==> src/common/sps_pkg.sv <==
// Constants and types shared by the two-wire slave port, its checker and its bench.
// Assumes nothing.
package sps_pkg;

   localparam int unsigned BYTE_W   = 8;
   localparam int unsigned RX_DEPTH = 32;

   // Mode field encodings
   localparam logic [3:0] MODE_SLV7      = 4'h6;
   localparam logic [3:0] MODE_SLV10     = 4'h7;
   localparam logic [3:0] MODE_FW_IDLE   = 4'hB;
   localparam logic [3:0] MODE_SLV7_SP   = 4'hE;
   localparam logic [3:0] MODE_SLV10_SP  = 4'hF;

   // 10-bit address first byte prefix
   localparam logic [4:0] TEN_PREFIX     = 5'h1E;
   localparam logic [3:0] LAST_BIT       = 4'h7;
   localparam logic [3:0] BYTE_BITS      = 4'h8;

   // 10-bit address progress
   localparam logic [1:0] TEN_NONE       = 2'h0;
   localparam logic [1:0] TEN_HIGH_OK    = 2'h1;
   localparam logic [1:0] TEN_FULL_OK    = 2'h2;

   typedef enum logic [5:0] {
      ST_IDLE = 6'h01,
      ST_ADDR = 6'h02,
      ST_ACK  = 6'h04,
      ST_RX   = 6'h08,
      ST_TX   = 6'h10,
      ST_MACK = 6'h20
   } sps_state_t;

endpackage

==> src/common/sps_stream_if.sv <==
// Valid/ready byte stream between the slave port and its receive buffer.
// Assumes both ends run on the same clock.
`timescale 1ns/10ps
interface sps_stream_if #(parameter int unsigned WIDTH = 8);
   logic [WIDTH-1:0] data;
   logic             valid;
   logic             ready;

   modport src (output data, output valid, input ready);
   modport snk (input data, input valid, output ready);
endinterface

==> src/design/sps_rx_fifo.sv <==
// Receive buffer: memory plus a registered output stage.
// Assumes one clock and an active-low asynchronous reset.
`timescale 1ns/10ps
module sps_rx_fifo #(
   parameter int unsigned WIDTH = 8,
   parameter int unsigned DEPTH = 32
) (
   input  wire logic clk,     // System clock
   input  wire logic rst_b,   // Asynchronous reset, active low
   sps_stream_if.snk in_s,    // Filling side
   sps_stream_if.src out_s    // Draining side
);
   localparam int unsigned AW = $clog2(DEPTH);

   logic [WIDTH-1:0] mem [DEPTH];
   logic [AW-1:0]    wr_ptr,   next_wr_ptr;
   logic [AW-1:0]    rd_ptr,   next_rd_ptr;
   logic [AW:0]      count,    next_count;
   logic [WIDTH-1:0] out_data, next_out_data;
   logic             out_vld,  next_out_vld;
   logic             in_rdy,   next_in_rdy;
   logic             wr_en;
   logic             rd_en;

   assign in_s.ready  = in_rdy;
   assign out_s.data  = out_data;
   assign out_s.valid = out_vld;

   ////////////////////////////////////////////////////////////////////////
   always_comb begin
      wr_en         = in_s.valid && in_rdy;
      rd_en         = (count != '0) && (!out_vld || out_s.ready);
      next_wr_ptr   = wr_en ? AW'(wr_ptr + 1'b1) : wr_ptr;
      next_rd_ptr   = rd_en ? AW'(rd_ptr + 1'b1) : rd_ptr;
      next_count    = (AW+1)'(count + {{AW{1'b0}}, wr_en}
                                    - {{AW{1'b0}}, rd_en});
      next_out_data = rd_en ? mem[rd_ptr] : out_data;
      next_out_vld  = rd_en ? 1'b1 : (out_vld && !out_s.ready);
      // Output stage adds one slot
      next_in_rdy   = (next_count != (AW+1)'(DEPTH));
   end

   always_ff @(posedge clk) begin
      if (wr_en) begin
         mem[wr_ptr] <= in_s.data;
      end
   end

   always_ff @(posedge clk or negedge rst_b) begin
      if (!rst_b) begin
         wr_ptr   <= '0;
         rd_ptr   <= '0;
         count    <= '0;
         out_data <= '0;
         out_vld  <= 1'b0;
         in_rdy   <= 1'b1;
      end else begin
         wr_ptr   <= next_wr_ptr;
         rd_ptr   <= next_rd_ptr;
         count    <= next_count;
         out_data <= next_out_data;
         out_vld  <= next_out_vld;
         in_rdy   <= next_in_rdy;
      end
   end
endmodule // sps_rx_fifo

==> src/design/sps_i2c_slave.sv <==
// Two-wire serial port slave with start/stop events for firmware master.
// Assumes bus pins come from outside the clock domain; software signals
// are on clk. Pin enables are active low: low means the pin is pulled low.
//
// Notes on behaviour
// RULE1 - Full slave for 7-bit and 10-bit addresses; no general call.
// RULE2 - Start and stop conditions raise the interrupt flag for firmware in event slave modes and idle mode.
// RULE3 - Slave address and address mask held as separate registers.
// RULE4 - Enabled port makes clock and data pins open drain.
// RULE5 - Port overrides pins for acknowledge and transmit data.
// RULE6 - Sample on clock rise, change data on clock fall.
// RULE7 - Slew control bit drives pad slew limiters while enabled.
// RULE8 - Hidden shift register; bytes pass via buffer.
// RULE9 - Clock held low after a 10-bit address byte until address write.
// RULE10 - Clock held low while clock_release is clear.
// RULE11 - Software rewrites address after both 10-bit address bytes.
// RULE12 - Address update need sets its status bit and interrupt flag.
// RULE13 - Start and stop bits clear on reset and on port disable.
// RULE14 - Start and stop bits follow the most recent bus condition.
// RULE15 - Firmware master claims bus only after stop or when idle.
// RULE16 - Firmware master output is low; direction bit chooses level.
// RULE17 - Flag sets on each byte sent or received, and on start and stop in event slave modes and idle mode.
// RULE18 - Firmware master in idle mode or event slave modes.
// RULE19 - Interrupt enabled on busy bus fires at the next stop.
// RULE20 - Firmware watches data line and yields on arbitration loss.
// RULE21 - Slave keeps receiving after arbitration loss and acknowledges.
// RULE22 - Master waits until every device releases the clock line.
// RULE23 - Address match ignores bit positions cleared in the mask.
`timescale 1ns/10ps
module sps_i2c_slave
   import sps_pkg::*;
(
   input  wire logic              clk,                    // System clock
   input  wire logic              rst_b,                  // Async reset
   input  wire logic              scl_in,                 // Clock pin level
   input  wire logic              sda_in,                 // Data pin level
   output logic                   scl_out,                // Clock pin data
   output logic                   scl_oe_b,               // Clock drive en
   output logic                   sda_out,                // Data pin data
   output logic                   sda_oe_b,               // Data drive en
   output logic                   slew_limit,             // Pad slew ctl
   input  wire logic              port_enable,            // Port on
   input  wire logic [3:0]        mode_field,             // Mode select
   input  wire logic              scl_dir,                // 1 = input
   input  wire logic              sda_dir,                // 1 = input
   input  wire logic              slew_control,           // Slew bit
   input  wire logic [BYTE_W-1:0] slave_address_register, // Own address
   input  wire logic              address_write,          // Address written
   input  wire logic [BYTE_W-1:0] address_mask_register,  // 1 = compare
   input  wire logic              clock_release_set,      // Release pulse
   input  wire logic [BYTE_W-1:0] tx_byte,                // Byte to send
   input  wire logic              tx_load,                // Load tx_byte
   input  wire logic              flag_clear,             // Clear flags
   output logic [BYTE_W-1:0]      rx_byte,                // Received byte
   output logic                   rx_valid,               // Byte waiting
   input  wire logic              rx_ready,               // Byte taken
   output logic                   start_seen,             // Last was start
   output logic                   stop_seen,              // Last was stop
   output logic                   address_update_needed,  // Rewrite addr
   output logic                   port_interrupt_flag,    // Event flag
   output logic                   clock_release,          // Clock let go
   output logic                   read_not_write,         // Master reads
   output logic                   data_not_address,       // Last was data
   output logic                   receive_overflow        // Byte dropped
);

   ////////////////////////////////////////////////////////////////////////
   // Mode decoding
   function automatic logic slave_on(input logic [3:0] m);
      return (m == MODE_SLV7) || (m == MODE_SLV10) ||
             (m == MODE_SLV7_SP) || (m == MODE_SLV10_SP);
   endfunction

   function automatic logic ten_bit(input logic [3:0] m);
      return (m == MODE_SLV10) || (m == MODE_SLV10_SP);
   endfunction

   function automatic logic sp_events(input logic [3:0] m);
      return (m == MODE_SLV7_SP) || (m == MODE_SLV10_SP) ||
             (m == MODE_FW_IDLE);                                // RULE18
   endfunction

   // Clear mask bit is a don't care
   function automatic logic masked_eq(input logic [BYTE_W-1:0] a,
                                      input logic [BYTE_W-1:0] b,
                                      input logic [BYTE_W-1:0] m);
      return ((a ^ b) & m) == '0;                                // RULE23
   endfunction

   ////////////////////////////////////////////////////////////////////////
   // Pin synchronisers and bus condition detection
   logic [2:0] scl_sync;
   logic [2:0] sda_sync;
   logic       scl_s;
   logic       sda_s;
   logic       scl_rise;
   logic       scl_fall;
   logic       bus_start;
   logic       bus_stop;

   always_ff @(posedge clk or negedge rst_b) begin
      if (!rst_b) begin
         scl_sync <= 3'h7;
         sda_sync <= 3'h7;
      end else begin
         scl_sync <= {scl_sync[1:0], scl_in};
         sda_sync <= {sda_sync[1:0], sda_in};
      end
   end

   always_comb begin
      scl_s     = scl_sync[1];
      sda_s     = sda_sync[1];
      scl_rise  = scl_s && !scl_sync[2];
      scl_fall  = !scl_s && scl_sync[2];
      bus_start = scl_s && scl_sync[2] && !sda_s && sda_sync[2];
      bus_stop  = scl_s && scl_sync[2] && sda_s && !sda_sync[2];
   end

   ////////////////////////////////////////////////////////////////////////
   // Receive buffer
   sps_stream_if #(.WIDTH(BYTE_W)) push_s ();
   sps_stream_if #(.WIDTH(BYTE_W)) pop_s ();

   sps_rx_fifo #(.WIDTH(BYTE_W), .DEPTH(RX_DEPTH)) u_rx_fifo (
      .clk   (clk),
      .rst_b (rst_b),
      .in_s  (push_s.snk),
      .out_s (pop_s.src)
   );

   assign rx_byte      = pop_s.data;
   assign rx_valid     = pop_s.valid;
   assign pop_s.ready  = rx_ready;

   ////////////////////////////////////////////////////////////////////////
   // Protocol engine
   sps_state_t        state,    next_state;
   logic [3:0]        bits,     next_bits;
   logic [BYTE_W-1:0] shreg,    next_shreg;                      // RULE8
   logic [BYTE_W-1:0] tx_hold,  next_tx_hold;
   logic [BYTE_W-1:0] push_d,   next_push_d;
   logic              push_v,   next_push_v;
   logic [1:0]        ten_st,   next_ten_st;
   logic              loaded,   next_loaded;
   logic              sda_drv,  next_sda_drv;
   logic              scl_drv,  next_scl_drv;
   logic              next_start, next_stop, next_ua, next_flag;
   logic              next_ckp, next_rnw, next_dna, next_ovf;
   logic              next_scl_oe_b, next_sda_oe_b, next_slew;
   logic [BYTE_W-1:0] rbyte;
   logic              hit;
   logic              set_flag;

   assign push_s.data  = push_d;
   assign push_s.valid = push_v;

   always_comb begin
      next_state   = state;
      next_bits    = bits;
      next_shreg   = shreg;
      next_tx_hold = tx_load ? tx_byte : tx_hold;
      next_push_d  = push_d;
      next_push_v  = push_v && !push_s.ready;
      next_ten_st  = ten_st;
      next_loaded  = loaded;
      next_sda_drv = sda_drv;
      next_start   = start_seen;
      next_stop    = stop_seen;
      next_ua      = address_update_needed && !address_write;    // RULE11
      next_ckp     = clock_release || clock_release_set;         // RULE10
      next_rnw     = read_not_write;
      next_dna     = data_not_address;
      next_ovf     = receive_overflow && !flag_clear;
      set_flag     = 1'b0;
      rbyte        = {shreg[BYTE_W-2:0], sda_s};
      hit          = 1'b0;

      if (bus_start) begin
         next_start = 1'b1;                                      // RULE14
         next_stop  = 1'b0;
         set_flag   = sp_events(mode_field);                     // RULE2
      end
      if (bus_stop) begin
         next_start  = 1'b0;                                     // RULE14
         next_stop   = 1'b1;
         set_flag    = sp_events(mode_field);                    // RULE19
         next_ten_st = TEN_NONE;
      end

      if (bus_start || bus_stop) begin
         next_state   = bus_start && slave_on(mode_field) ? ST_ADDR
                                                          : ST_IDLE;
         next_bits    = '0;
         next_sda_drv = 1'b0;
         next_dna     = 1'b0;
      end else begin
         case (state)
            ST_ADDR: begin
               if (scl_rise) begin                               // RULE6
                  next_shreg = rbyte;
                  next_bits  = 4'(bits + 1'b1);
                  if (bits == LAST_BIT) begin
                     if (!ten_bit(mode_field)) begin              // RULE1
                        hit      = masked_eq(rbyte, slave_address_register,
                                   {address_mask_register[7:1], 1'b0});
                        next_rnw = rbyte[0];
                     end else if (rbyte[7:3] == TEN_PREFIX) begin
                        hit = masked_eq(rbyte, slave_address_register,
                              {5'h00, address_mask_register[2:1], 1'b0});
                        next_rnw = rbyte[0];
                        if (!rbyte[0]) begin
                           next_ten_st = hit ? TEN_HIGH_OK : TEN_NONE;
                           next_ua     = hit;                     // RULE9
                        end else begin
                           hit = hit && (ten_st == TEN_FULL_OK);
                        end
                     end else if (ten_st == TEN_HIGH_OK) begin
                        hit = masked_eq(rbyte, slave_address_register,
                                        address_mask_register);
                        next_ten_st = hit ? TEN_FULL_OK : TEN_NONE;
                        next_ua     = hit;                        // RULE12
                        next_rnw    = 1'b0;
                     end
                     if (hit) begin
                        set_flag = 1'b1;                          // RULE17
                        next_state = ST_ACK;                      // RULE21
                     end else begin
                        next_state = ST_IDLE;
                     end
                  end
               end
            end
            ST_ACK: begin
               if (scl_fall) begin                               // RULE6
                  if (!sda_drv) begin
                     next_sda_drv = 1'b1;                         // RULE5
                  end else begin
                     next_sda_drv = 1'b0;
                     next_bits    = '0;
                     next_loaded  = 1'b0;
                     if (!data_not_address && ten_st == TEN_HIGH_OK) begin
                        next_state = ST_ADDR;
                     end else begin
                        next_dna   = 1'b1;
                        next_ckp   = read_not_write ? 1'b0 : next_ckp; // RULE10
                        next_state = read_not_write ? ST_TX : ST_RX;
                     end
                  end
               end
            end
            ST_RX: begin
               if (scl_rise) begin
                  next_shreg = rbyte;
                  next_bits  = 4'(bits + 1'b1);
                  if (bits == LAST_BIT) begin
                     set_flag = 1'b1;                             // RULE17
                     if (push_s.ready && !push_v) begin
                        next_push_d = rbyte;
                        next_push_v = 1'b1;
                        next_state  = ST_ACK;
                     end else begin
                        next_ovf   = 1'b1;
                        next_state = ST_IDLE;
                     end
                  end
               end
            end
            ST_TX: begin
               if (!loaded) begin
                  // Load in low phase only
                  if (clock_release && !scl_s) begin
                     next_shreg   = tx_hold;
                     next_sda_drv = !tx_hold[BYTE_W-1];          // RULE5
                     next_loaded  = 1'b1;
                  end
               end else if (scl_rise) begin
                  next_bits = 4'(bits + 1'b1);
               end else if (scl_fall) begin                      // RULE6
                  if (bits == BYTE_BITS) begin
                     next_sda_drv = 1'b0;
                     next_state   = ST_MACK;
                  end else begin
                     next_shreg   = {shreg[BYTE_W-2:0], 1'b0};
                     next_sda_drv = !shreg[BYTE_W-2];
                  end
               end
            end
            ST_MACK: begin
               if (scl_rise) begin
                  set_flag = 1'b1;                                // RULE17
                  if (!sda_s) begin
                     next_ckp    = 1'b0;                          // RULE10
                     next_bits   = '0;
                     next_loaded = 1'b0;
                     next_state  = ST_TX;
                  end else begin
                     next_state  = ST_IDLE;
                  end
               end
            end
            ST_IDLE: begin
               next_sda_drv = 1'b0;
            end
            default: begin
               next_state = ST_IDLE;
            end
         endcase
      end

      // Hold clock low until released
      next_scl_drv = (scl_fall || scl_drv) &&
                     (!next_ckp || next_ua);                     // RULE9

      // Set wins over clear
      next_flag = (port_interrupt_flag && !flag_clear) || set_flag;

      if (!port_enable) begin
         next_state   = ST_IDLE;
         next_start   = 1'b0;                                     // RULE13
         next_stop    = 1'b0;
         next_ua      = 1'b0;
         next_ckp     = 1'b1;
         next_sda_drv = 1'b0;
         next_scl_drv = 1'b0;
         next_ten_st  = TEN_NONE;
         next_dna     = 1'b0;
         next_rnw     = 1'b0;
      end

      // Drive low only; clear direction bit pulls low
      next_scl_oe_b = !(port_enable &&
                        (next_scl_drv || !scl_dir));             // RULE4
      next_sda_oe_b = !(port_enable &&
                        (next_sda_drv || !sda_dir));             // RULE16
      next_slew     = port_enable && slew_control;               // RULE7
   end

   always_ff @(posedge clk or negedge rst_b) begin
      if (!rst_b) begin
         state                 <= ST_IDLE;
         bits                  <= '0;
         shreg                 <= '0;
         tx_hold               <= '0;
         push_d                <= '0;
         push_v                <= 1'b0;
         ten_st                <= TEN_NONE;
         loaded                <= 1'b0;
         sda_drv               <= 1'b0;
         scl_drv               <= 1'b0;
         start_seen            <= 1'b0;                           // RULE13
         stop_seen             <= 1'b0;
         address_update_needed <= 1'b0;
         port_interrupt_flag   <= 1'b0;
         clock_release         <= 1'b1;
         read_not_write        <= 1'b0;
         data_not_address      <= 1'b0;
         receive_overflow      <= 1'b0;
         scl_out               <= 1'b0;
         sda_out               <= 1'b0;
         scl_oe_b              <= 1'b1;
         sda_oe_b              <= 1'b1;
         slew_limit            <= 1'b0;
      end else begin
         state                 <= next_state;
         bits                  <= next_bits;
         shreg                 <= next_shreg;
         tx_hold               <= next_tx_hold;
         push_d                <= next_push_d;
         push_v                <= next_push_v;
         ten_st                <= next_ten_st;
         loaded                <= next_loaded;
         sda_drv               <= next_sda_drv;
         scl_drv               <= next_scl_drv;
         start_seen            <= next_start;
         stop_seen             <= next_stop;
         address_update_needed <= next_ua;
         port_interrupt_flag   <= next_flag;
         clock_release         <= next_ckp;
         read_not_write        <= next_rnw;
         data_not_address      <= next_dna;
         receive_overflow      <= next_ovf;
         scl_out               <= 1'b0;
         sda_out               <= 1'b0;
         scl_oe_b              <= next_scl_oe_b;
         sda_oe_b              <= next_sda_oe_b;
         slew_limit            <= next_slew;
      end
   end

endmodule // sps_i2c_slave

==> config.mk <==
export PLATFORM = sky130hd
export DESIGN_NAME = sps_i2c_slave
export DESIGN_NICKNAME = d
export VERILOG_FILES = /design/src/common/sps_pkg.sv /design/src/common/sps_stream_if.sv /design/src/design/sps_rx_fifo.sv /design/src/design/sps_i2c_slave.sv
export SDC_FILE = /design/constraint.sdc
export NUM_CORES = 1
export LEC_CHECK = 0
export ABC_AREA = 1
export BUFFER_PORTS_ARGS = -buffer_cell sky130_fd_sc_hd__buf_2
export CAP_MARGIN = 20
export CORE_UTILIZATION = 25
export CTS_CLUSTER_DIAMETER = 150
export DETAILED_ROUTE_END_ITERATION = 10
export PLACE_DENSITY = 0.46
export SETUP_SLACK_MARGIN = 0.05
export SYNTH_ARGS = -nofsm -noshare
export SYNTH_HDL_FRONTEND = slang
export SYNTH_SLANG_ARGS = --single-unit
==> constraint.sdc <==
create_clock -name clk -period 3.7 [get_ports clk]
set_input_delay 0.555 -clock clk [delete_from_list [all_inputs] [get_ports clk]]
set_output_delay 0.555 -clock clk [all_outputs]
set_load 0.1 [all_outputs]
==> Word-level counts from Yosys, hierarchy flattened <==
Memory sizes are Yosys's and may differ from the RTL's. A register that Yosys moved wholly into a read port is not among the register bits.
Index checks and enable logic that the tools add are counted.
{ "word_totals": {"ram_bits": 256, "memories": 1, "regBits": 74, "elab_cells": 297, "out_inout_bits": 22} }
{ "classes": {"muxes": 134, "n_reduce_logical": 71, "bitwise_logic": 5, "addsub": 5, "eq_ne": 53} }
{ "memory_table": {"columns": ["memory", "depth", "word_bits", "rd", "rd_clocked_by_memory_dff", "wr", "line", "source"], "rows": [
  ["u_rx_fifo.mem", 32, 8, 1, 1, 1, "sps_rx_fifo.sv:15", "logic [WIDTH-1:0] mem [DEPTH];"]
]} }
{ "op_table": {"columns": ["operator", "n"], "rows": [
  ["$mux 1", 84],
  ["$mux 6", 13],
  ["$ne 4x4->1 const B", 11],
  ["$mux 7", 6],
  ["$pmux 6 s6", 1],
  ["$ne 3x3->1 const B", 11],
  ["$mux 4", 7],
  ["$logic_not 8->1", 3],
  ["$mux 2", 12],
  ["$logic_and 1x1->1", 23],
  ["$logic_not 1->1", 19],
  ["$and 8x8->8", 2],
  ["$eq 4x4->1 const B", 4],
  ["$pmux 4 s4", 1],
  ["$mux 5", 3],
  ["$logic_or 1x1->1", 14],
  ["$pmux 7 s2", 1],
  ["$eq 4x3->1 const B", 3],
  ["$ne 3x1->1 const B", 4],
  ["$reduce_and 12->1", 1],
  ["$reduce_and 6->1", 2],
  ["$add 5x1->5 const B", 2],
  ["$ne 2x2->1 const B", 5],
  ["$reduce_and 5->1", 2],
  ["28 further kinds", 34]
]} }

==> Depth between registers and ports, before layout <==
{ "depth": {"depth_word": 17, "mapped_depth": 17, "ltp_nobuf": 16} }

==> Modules after synthesis <==
A second synthesis with hierarchy kept.
{ "hier_totals": {"hier_cells": 1553, "area_unflattened_um2": 15278.4} }
{ "modules_own_cells": {"columns": ["mod", "seq_area_each_um2", "cells_per_inst", "instances", "area_per_inst_um2"], "rows": [
  ["sps_rx_fifo", 8339.2, 1143, 1, 12089.1],
  ["sps_i2c_slave", 1413.9, 410, 1, 3189.3]
]} }

==> Worst setup path after synthesis <==
OpenSTA, ideal clock, no wires.
{ "synth_timing": {"path_kind": "reg2reg", "startpoint": "register u_rx_fifo.out_vld, in the netlist u_rx_fifo.out_s.valid", "endpoint": "register u_rx_fifo.in_rdy, in the netlist u_rx_fifo.in_s.ready", "required_ns": 3.612, "path_buffers": 1, "period_less_slack_ns": 3.235, "arrival_ns": 3.148, "setup_time_ns": 0.088, "path_stages_with_launch": 16, "setup_slack_ns": 0.465, "path_cell_list": "dfrtp_1 -> inv_1 -> o21ai_0 -> inv_1 -> clkbuf_1 -> ha_1 -> inv_1 -> ha_1 -> inv_1 -> fa_1 -> inv_1 -> a21oi_1 -> o21ai_0 -> xor2_1 -> nor4_1 -> nand3_1"} }
{ "synth_between": {"elab_chain_len": 5} }
{ "synth_lines": {"columns": ["item", "line", "source"], "rows": [
  ["from (decl)", "sps_rx_fifo.sv:20", "logic out_vld, next_out_vld;"],
  ["from (signal assigned)", "sps_rx_fifo.sv:62", "out_vld <= next_out_vld;"],
  ["$logic_not 1->1", "sps_rx_fifo.sv:32", "rd_en = (count != '0) && (!out_vld || out_s.ready);"],
  ["$logic_or 1x1->1", "sps_rx_fifo.sv:32", null],
  ["$logic_and 1x1->1", "sps_rx_fifo.sv:32", null],
  ["via u_rx_fifo.rd_en", "sps_rx_fifo.sv:23", "logic rd_en;"],
  ["$sub 6x1->6", "sps_rx_fifo.sv:36", "- {{AW{1'b0}}, rd_en});"],
  ["via u_rx_fifo.next_count[4]", "sps_rx_fifo.sv:18", "logic [AW:0] count, next_count;"],
  ["$ne 6x6->1", "sps_rx_fifo.sv:40", "next_in_rdy = (next_count != (AW+1)'(DEPTH));"],
  ["via u_rx_fifo.next_in_rdy", "sps_rx_fifo.sv:21", "logic in_rdy, next_in_rdy;"],
  ["to (signal assigned)", "sps_rx_fifo.sv:63", "in_rdy <= next_in_rdy;"],
  ["to (decl)", "sps_rx_fifo.sv:21", null]
]} }
The timed path passes the listed nets, and every way through them passes these cells.
A chain may end at the register's enable or synchronous reset.

==> Final worst setup path <==
{ "layout_timing": {"startpoint": "register u_rx_fifo.count[2]", "endpoint": "register u_rx_fifo.in_rdy, in the netlist u_rx_fifo.in_s.ready"} }
{ "layout_between": {"elab_chain_len": 4, "elab_cells_between_ends": 5, "cone_classes": "add/sub (2); eq/ne (1); reduce/logical (2)"} }
{ "layout_lines": {"columns": ["item", "line", "source"], "rows": [
  ["from (decl)", "sps_rx_fifo.sv:18", null],
  ["from (signal assigned)", "sps_rx_fifo.sv:60", "count <= next_count;"],
  ["parallel branches: the longest is 2 deep, another holds $add 6x1->6", null, null],
  ["$sub 6x1->6 *", "sps_rx_fifo.sv:36", null],
  ["via u_rx_fifo.next_count[4]", "sps_rx_fifo.sv:18", null],
  ["$ne 6x6->1 *", "sps_rx_fifo.sv:40", null],
  ["via u_rx_fifo.next_in_rdy", "sps_rx_fifo.sv:21", null]
]} }
Mark *: on every way through the listed nets, which the timed path passes.

==> impl_metrics.env <==
export IMPL_start_util_pct=25.4
export IMPL_slowest_delay_ns=0.44
export IMPL_row_count=87
export IMPL_clock_power_share_pct=33.3
export IMPL_drt_total_wl_um=37400
export IMPL_hpwl_um=24400
export IMPL_antenna_found_initial=0
export IMPL_clk_latency_ns=0.54
export IMPL_drive_above_1_share_pct=12.6
export IMPL_first_pass_iters=6
export IMPL_gr_usage_all_layers_pct=12.9
export IMPL_syn_to_final_growth_pct=17.2
export IMPL_synthSimpleGateAreaFrac_pct=13.4
export IMPL_worst_slew_pin_slew_ns=0.938
export IMPL_final_cells=2134
export IMPL_syn_cell_area_um2=14400
export IMPL_gr_total_overflow=0
export IMPL_fin_ws_ns=0.700
export IMPL_required_ns=4.14
export IMPL_final_seq_area_um2=9760
export IMPL_fp_dieH_um=242
export IMPL_gp_congestion=0.857
export IMPL_vias=9694
export IMPL_arrival_ns=3.44
export IMPL_postCtsHoldBufs=0
export IMPL_fp_dieW_um=242
export IMPL_hold_violations=0
export IMPL_vdd_drop_max_mv=0.500
export IMPL_drt_iter0_drc=658
export IMPL_p_total_mw=10.9
export IMPL_crit_top_cell="inv_1"
export IMPL_core_um2=56600
export IMPL_fill_cells=5856
export IMPL_powerDensity_nw_per_um2=645
export IMPL_top_usage_layer="met2"
export IMPL_numPortBuffers=60
export IMPL_endpoint_kind="flip-flop"
export IMPL_clk_path_buf_depth=3
export IMPL_numCtsBuffers=38
export IMPL_vias_per_cell=4.54
export IMPL_p_comb_share_pct=27.2
export IMPL_grt_max_degree=80
export IMPL_max_freq_mhz=333
export IMPL_slew_violations=0
export IMPL_grt_met2_usage_pct=20.0
export IMPL_timing_final_crit_period_ns=3.00
export IMPL_place_inst=2066
export IMPL_use_met1_pct=18.4
export IMPL_cts_resized=0
export IMPL_cpMaxStageDelayCell="fa_1"
export IMPL_p_leak_nw=5.62
export IMPL_post_place_ws_ns=0.676
export IMPL_yosysSeqAreaShare_pct=67.9
export IMPL_tns_ns=0
export IMPL_netlist_instances=1280
export IMPL_status="completed"
export IMPL_cts_tree="built"
export IMPL_fin_worst_skew_ns=0.0210
export IMPL_clk_pin_slew_ns=0.06
export IMPL_diodes=0
export IMPL_multi_input_comb_area_um2=4000
export IMPL_drv_cap=0
export IMPL_timing_final_crit_share_pct=81.1
export IMPL_grt_pass1_wl_um=58600
export IMPL_syn_avg_cell_area_um2=11.2
export IMPL_timing_hold_ws_ns=0.0507
export IMPL_setup_violations=0
export IMPL_power_frac_seq_pct=39.4
export IMPL_synth_warnings=0
export IMPL_htreeDepth=2
export IMPL_worst_slew_margin_rel_pct=37.5
export IMPL_switchingPower_mw=3.83
export IMPL_rsz0062_at_grt="false"
export IMPL_global_route_usage_met3_pct=2.20
export IMPL_clkSinkCount=338
export IMPL_path_class="reg -> reg"
export IMPL_synthAdderAreaFrac_pct=1.71
export IMPL_io_pins=63
export IMPL_muxShareOfSynthArea_pct=0.0784
export IMPL_synth_compound_area_share_pct=12.0
export IMPL_cp_cell_sequence="inv_1, ha_1, nand4_1, o21ai_1, inv_1, ha_1, inv_1, ha_1, inv_1, fa_1, inv_1, a21oi_1, o21ai_0, xor2_1, nor4_1, nand3_1"
export IMPL_synth_xor_area_share_pct=0.610
export IMPL_postRouteAntennaNets=0
export IMPL_synth_seq_cells=338
export IMPL_die_area_um2=58400
export IMPL_finalNetCount=1410
export IMPL_root_buffer="clkbuf_16"
export IMPL_power_internal_mw=7.03
export IMPL_synth_top_family_by_area="simple AND/OR/NAND/NOR gates"
export IMPL_grt_pass1_vias=9732
export IMPL_hold_class="in -> async"
export IMPL_start_kind="flip-flop"
export IMPL_path_max_fanout=12
export IMPL_routedWlPerCell_um=17.5
export IMPL_post_cts_buffers=0
export IMPL_synth_cell_types=45
export IMPL_sw_frac_of_total_pct=35.2
export IMPL_drc=0
-- Yosys cell counts (all sizes together) --
cell | count | area, µm²
o22ai | 47 | 294
nor2 | 201 | 783
o21ai | 183 | 923
or2 | 3 | 18.8
nand3b | 1 | 7.51
nand2 | 171 | 649
dfstp | 11 | 289
edfxtp | 256 | 7690
xor2 | 9 | 78.8
dfrtp | 71 | 1780
nor4 | 1 | 6.26
clkinv | 3 | 11.3
buf | 15 | 86.3
o21a | 1 | 7.51
clkbuf | 45 | 169
a211oi | 2 | 27.5
nand4 | 25 | 163
nand3 | 48 | 250
fa | 1 | 20.0
mux2 | 1 | 11.3
o221ai | 22 | 193
o211a | 1 | 10.0
nor3b | 1 | 7.51
a31oi | 1 | 6.26
conb | 1 | 3.75
o21bai | 1 | 7.51
inv | 95 | 357
o211ai | 19 | 153
nor3 | 5 | 36.3
xnor2 | 1 | 8.76
ha | 18 | 225
a21oi | 20 | 100
-- critical path, delay by kind of cell (launching register included) --
| family | cells | cell delay (ns) |
|---|---|---|
| simple gates | 3 | 0.49 |
| buf+inv | 5 | 0.50 |
| compound gates | 3 | 0.36 |
| fa+ha+maj | 4 | 1.06 |
| xor+xnor | 1 | 0.12 |
| flops | 1 | 0.37 |
-- worst paths after layout --
path / from / to / cells past startpoint / slack [ns]
setup / recovery: u_rx_fifo.count[2] / u_rx_fifo.in_s.ready / 16 / 0.70
hold / removal: rst_b / stop_seen / 1 / 0.05
setup reg to reg: u_rx_fifo.count[2] / u_rx_fifo.in_s.ready / 16 / 0.70
hold reg to reg: sda_sync[0] / sda_sync[1] / 0 / 0.36
max in group asynchronous: rst_b / sda_sync[2] / 2 / 2.86
min in group clk: scl_in / scl_sync[0] / 1 / 0.13
-- state kept, by name, indices dropped and copies added, names as in the netlist, 2 cells and up --
name / count
u_rx_fifo.mem: 256
state: 6
scl_sync: 3
u_rx_fifo.out_s.data: 8
sda_sync: 3
u_rx_fifo.count: 6
tx_hold: 8
bits: 4
shreg: 7
u_rx_fifo.wr_ptr: 5
u_rx_fifo.rd_ptr: 5
push_d: 8
ten_st: 2
-- layer usage --
| metal | part of all wire [%] | vias to the layer above |
|---|---|---|
| met3 | 5.1 | 51 |
| met2 | 44 | 272 |
| met5 | 0 | - |
| li1 | - | 4670 |
| met1 | 48 | 4701 |
| met4 | 2.2 | 0 |
-- placed cells by master (no fill, tap or decap), types with 9 or more instances in the layout --
cell type / n
dfrtp_1: 70
o221ai_1: 22
dfstp_2: 11
nand2_1: 170
ha_1: 18
o21ai_1: 13
clkbuf_1: 12
nand3_1: 46
buf_4: 26
clkbuf_16: 39
xor2_1: 9
inv_1: 92
o211ai_1: 17
nor2_1: 195
nand4_1: 24
a21oi_1: 20
edfxtp_1: 256
clkinv_1: 9
o22ai_1: 47
buf_2: 59
o21ai_0: 168
-- area by class of cell --
cell class / count / area share [%]
clock inverters: 12 / 0.617
flip-flops and latches: 338 / 58.0
clock buffers: 56 / 6.47
multi-input cells: 785 / 23.7
well taps: 756 / 5.62
repair buffers: 89 / 3.40
inverters: 98 / 2.19
-- power groups by stage --
stage / sequential, mW / combinational [mW] / clock, mW
floorplan: 4.67 / 1.66 / 0
global placement: 4.36 / 2.95 / 0
detailed placement: 4.36 / 2.96 / 0
CTS: 4.28 / 2.97 / 3.72
global route: 4.30 / 3.26 / 3.85
finish: 4.28 / 2.96 / 3.62
-- kinds of logic after synthesis --
logic type                 count (synthesis)
adders and majority gates                 19
other                                      1
DFF                                      338
AOI/OAI and AO/OA                        297
xor gates and xnor gates                  10
muxes                                      1
buffers and inverters                    158
and+or+nand+nor                          456
-- per-stage QoR --
stage | utilization (%) | area (µm²)
after floorplan | - | 14400
after global placement | 27.6 | 15600
after detailed placement | 27.6 | 15600
after CTS | 29.7 | 16800
after global routing | 29.7 | 16800
final | 29.7 | 16800
No activity file was read; power rests on OpenSTA's default activity.
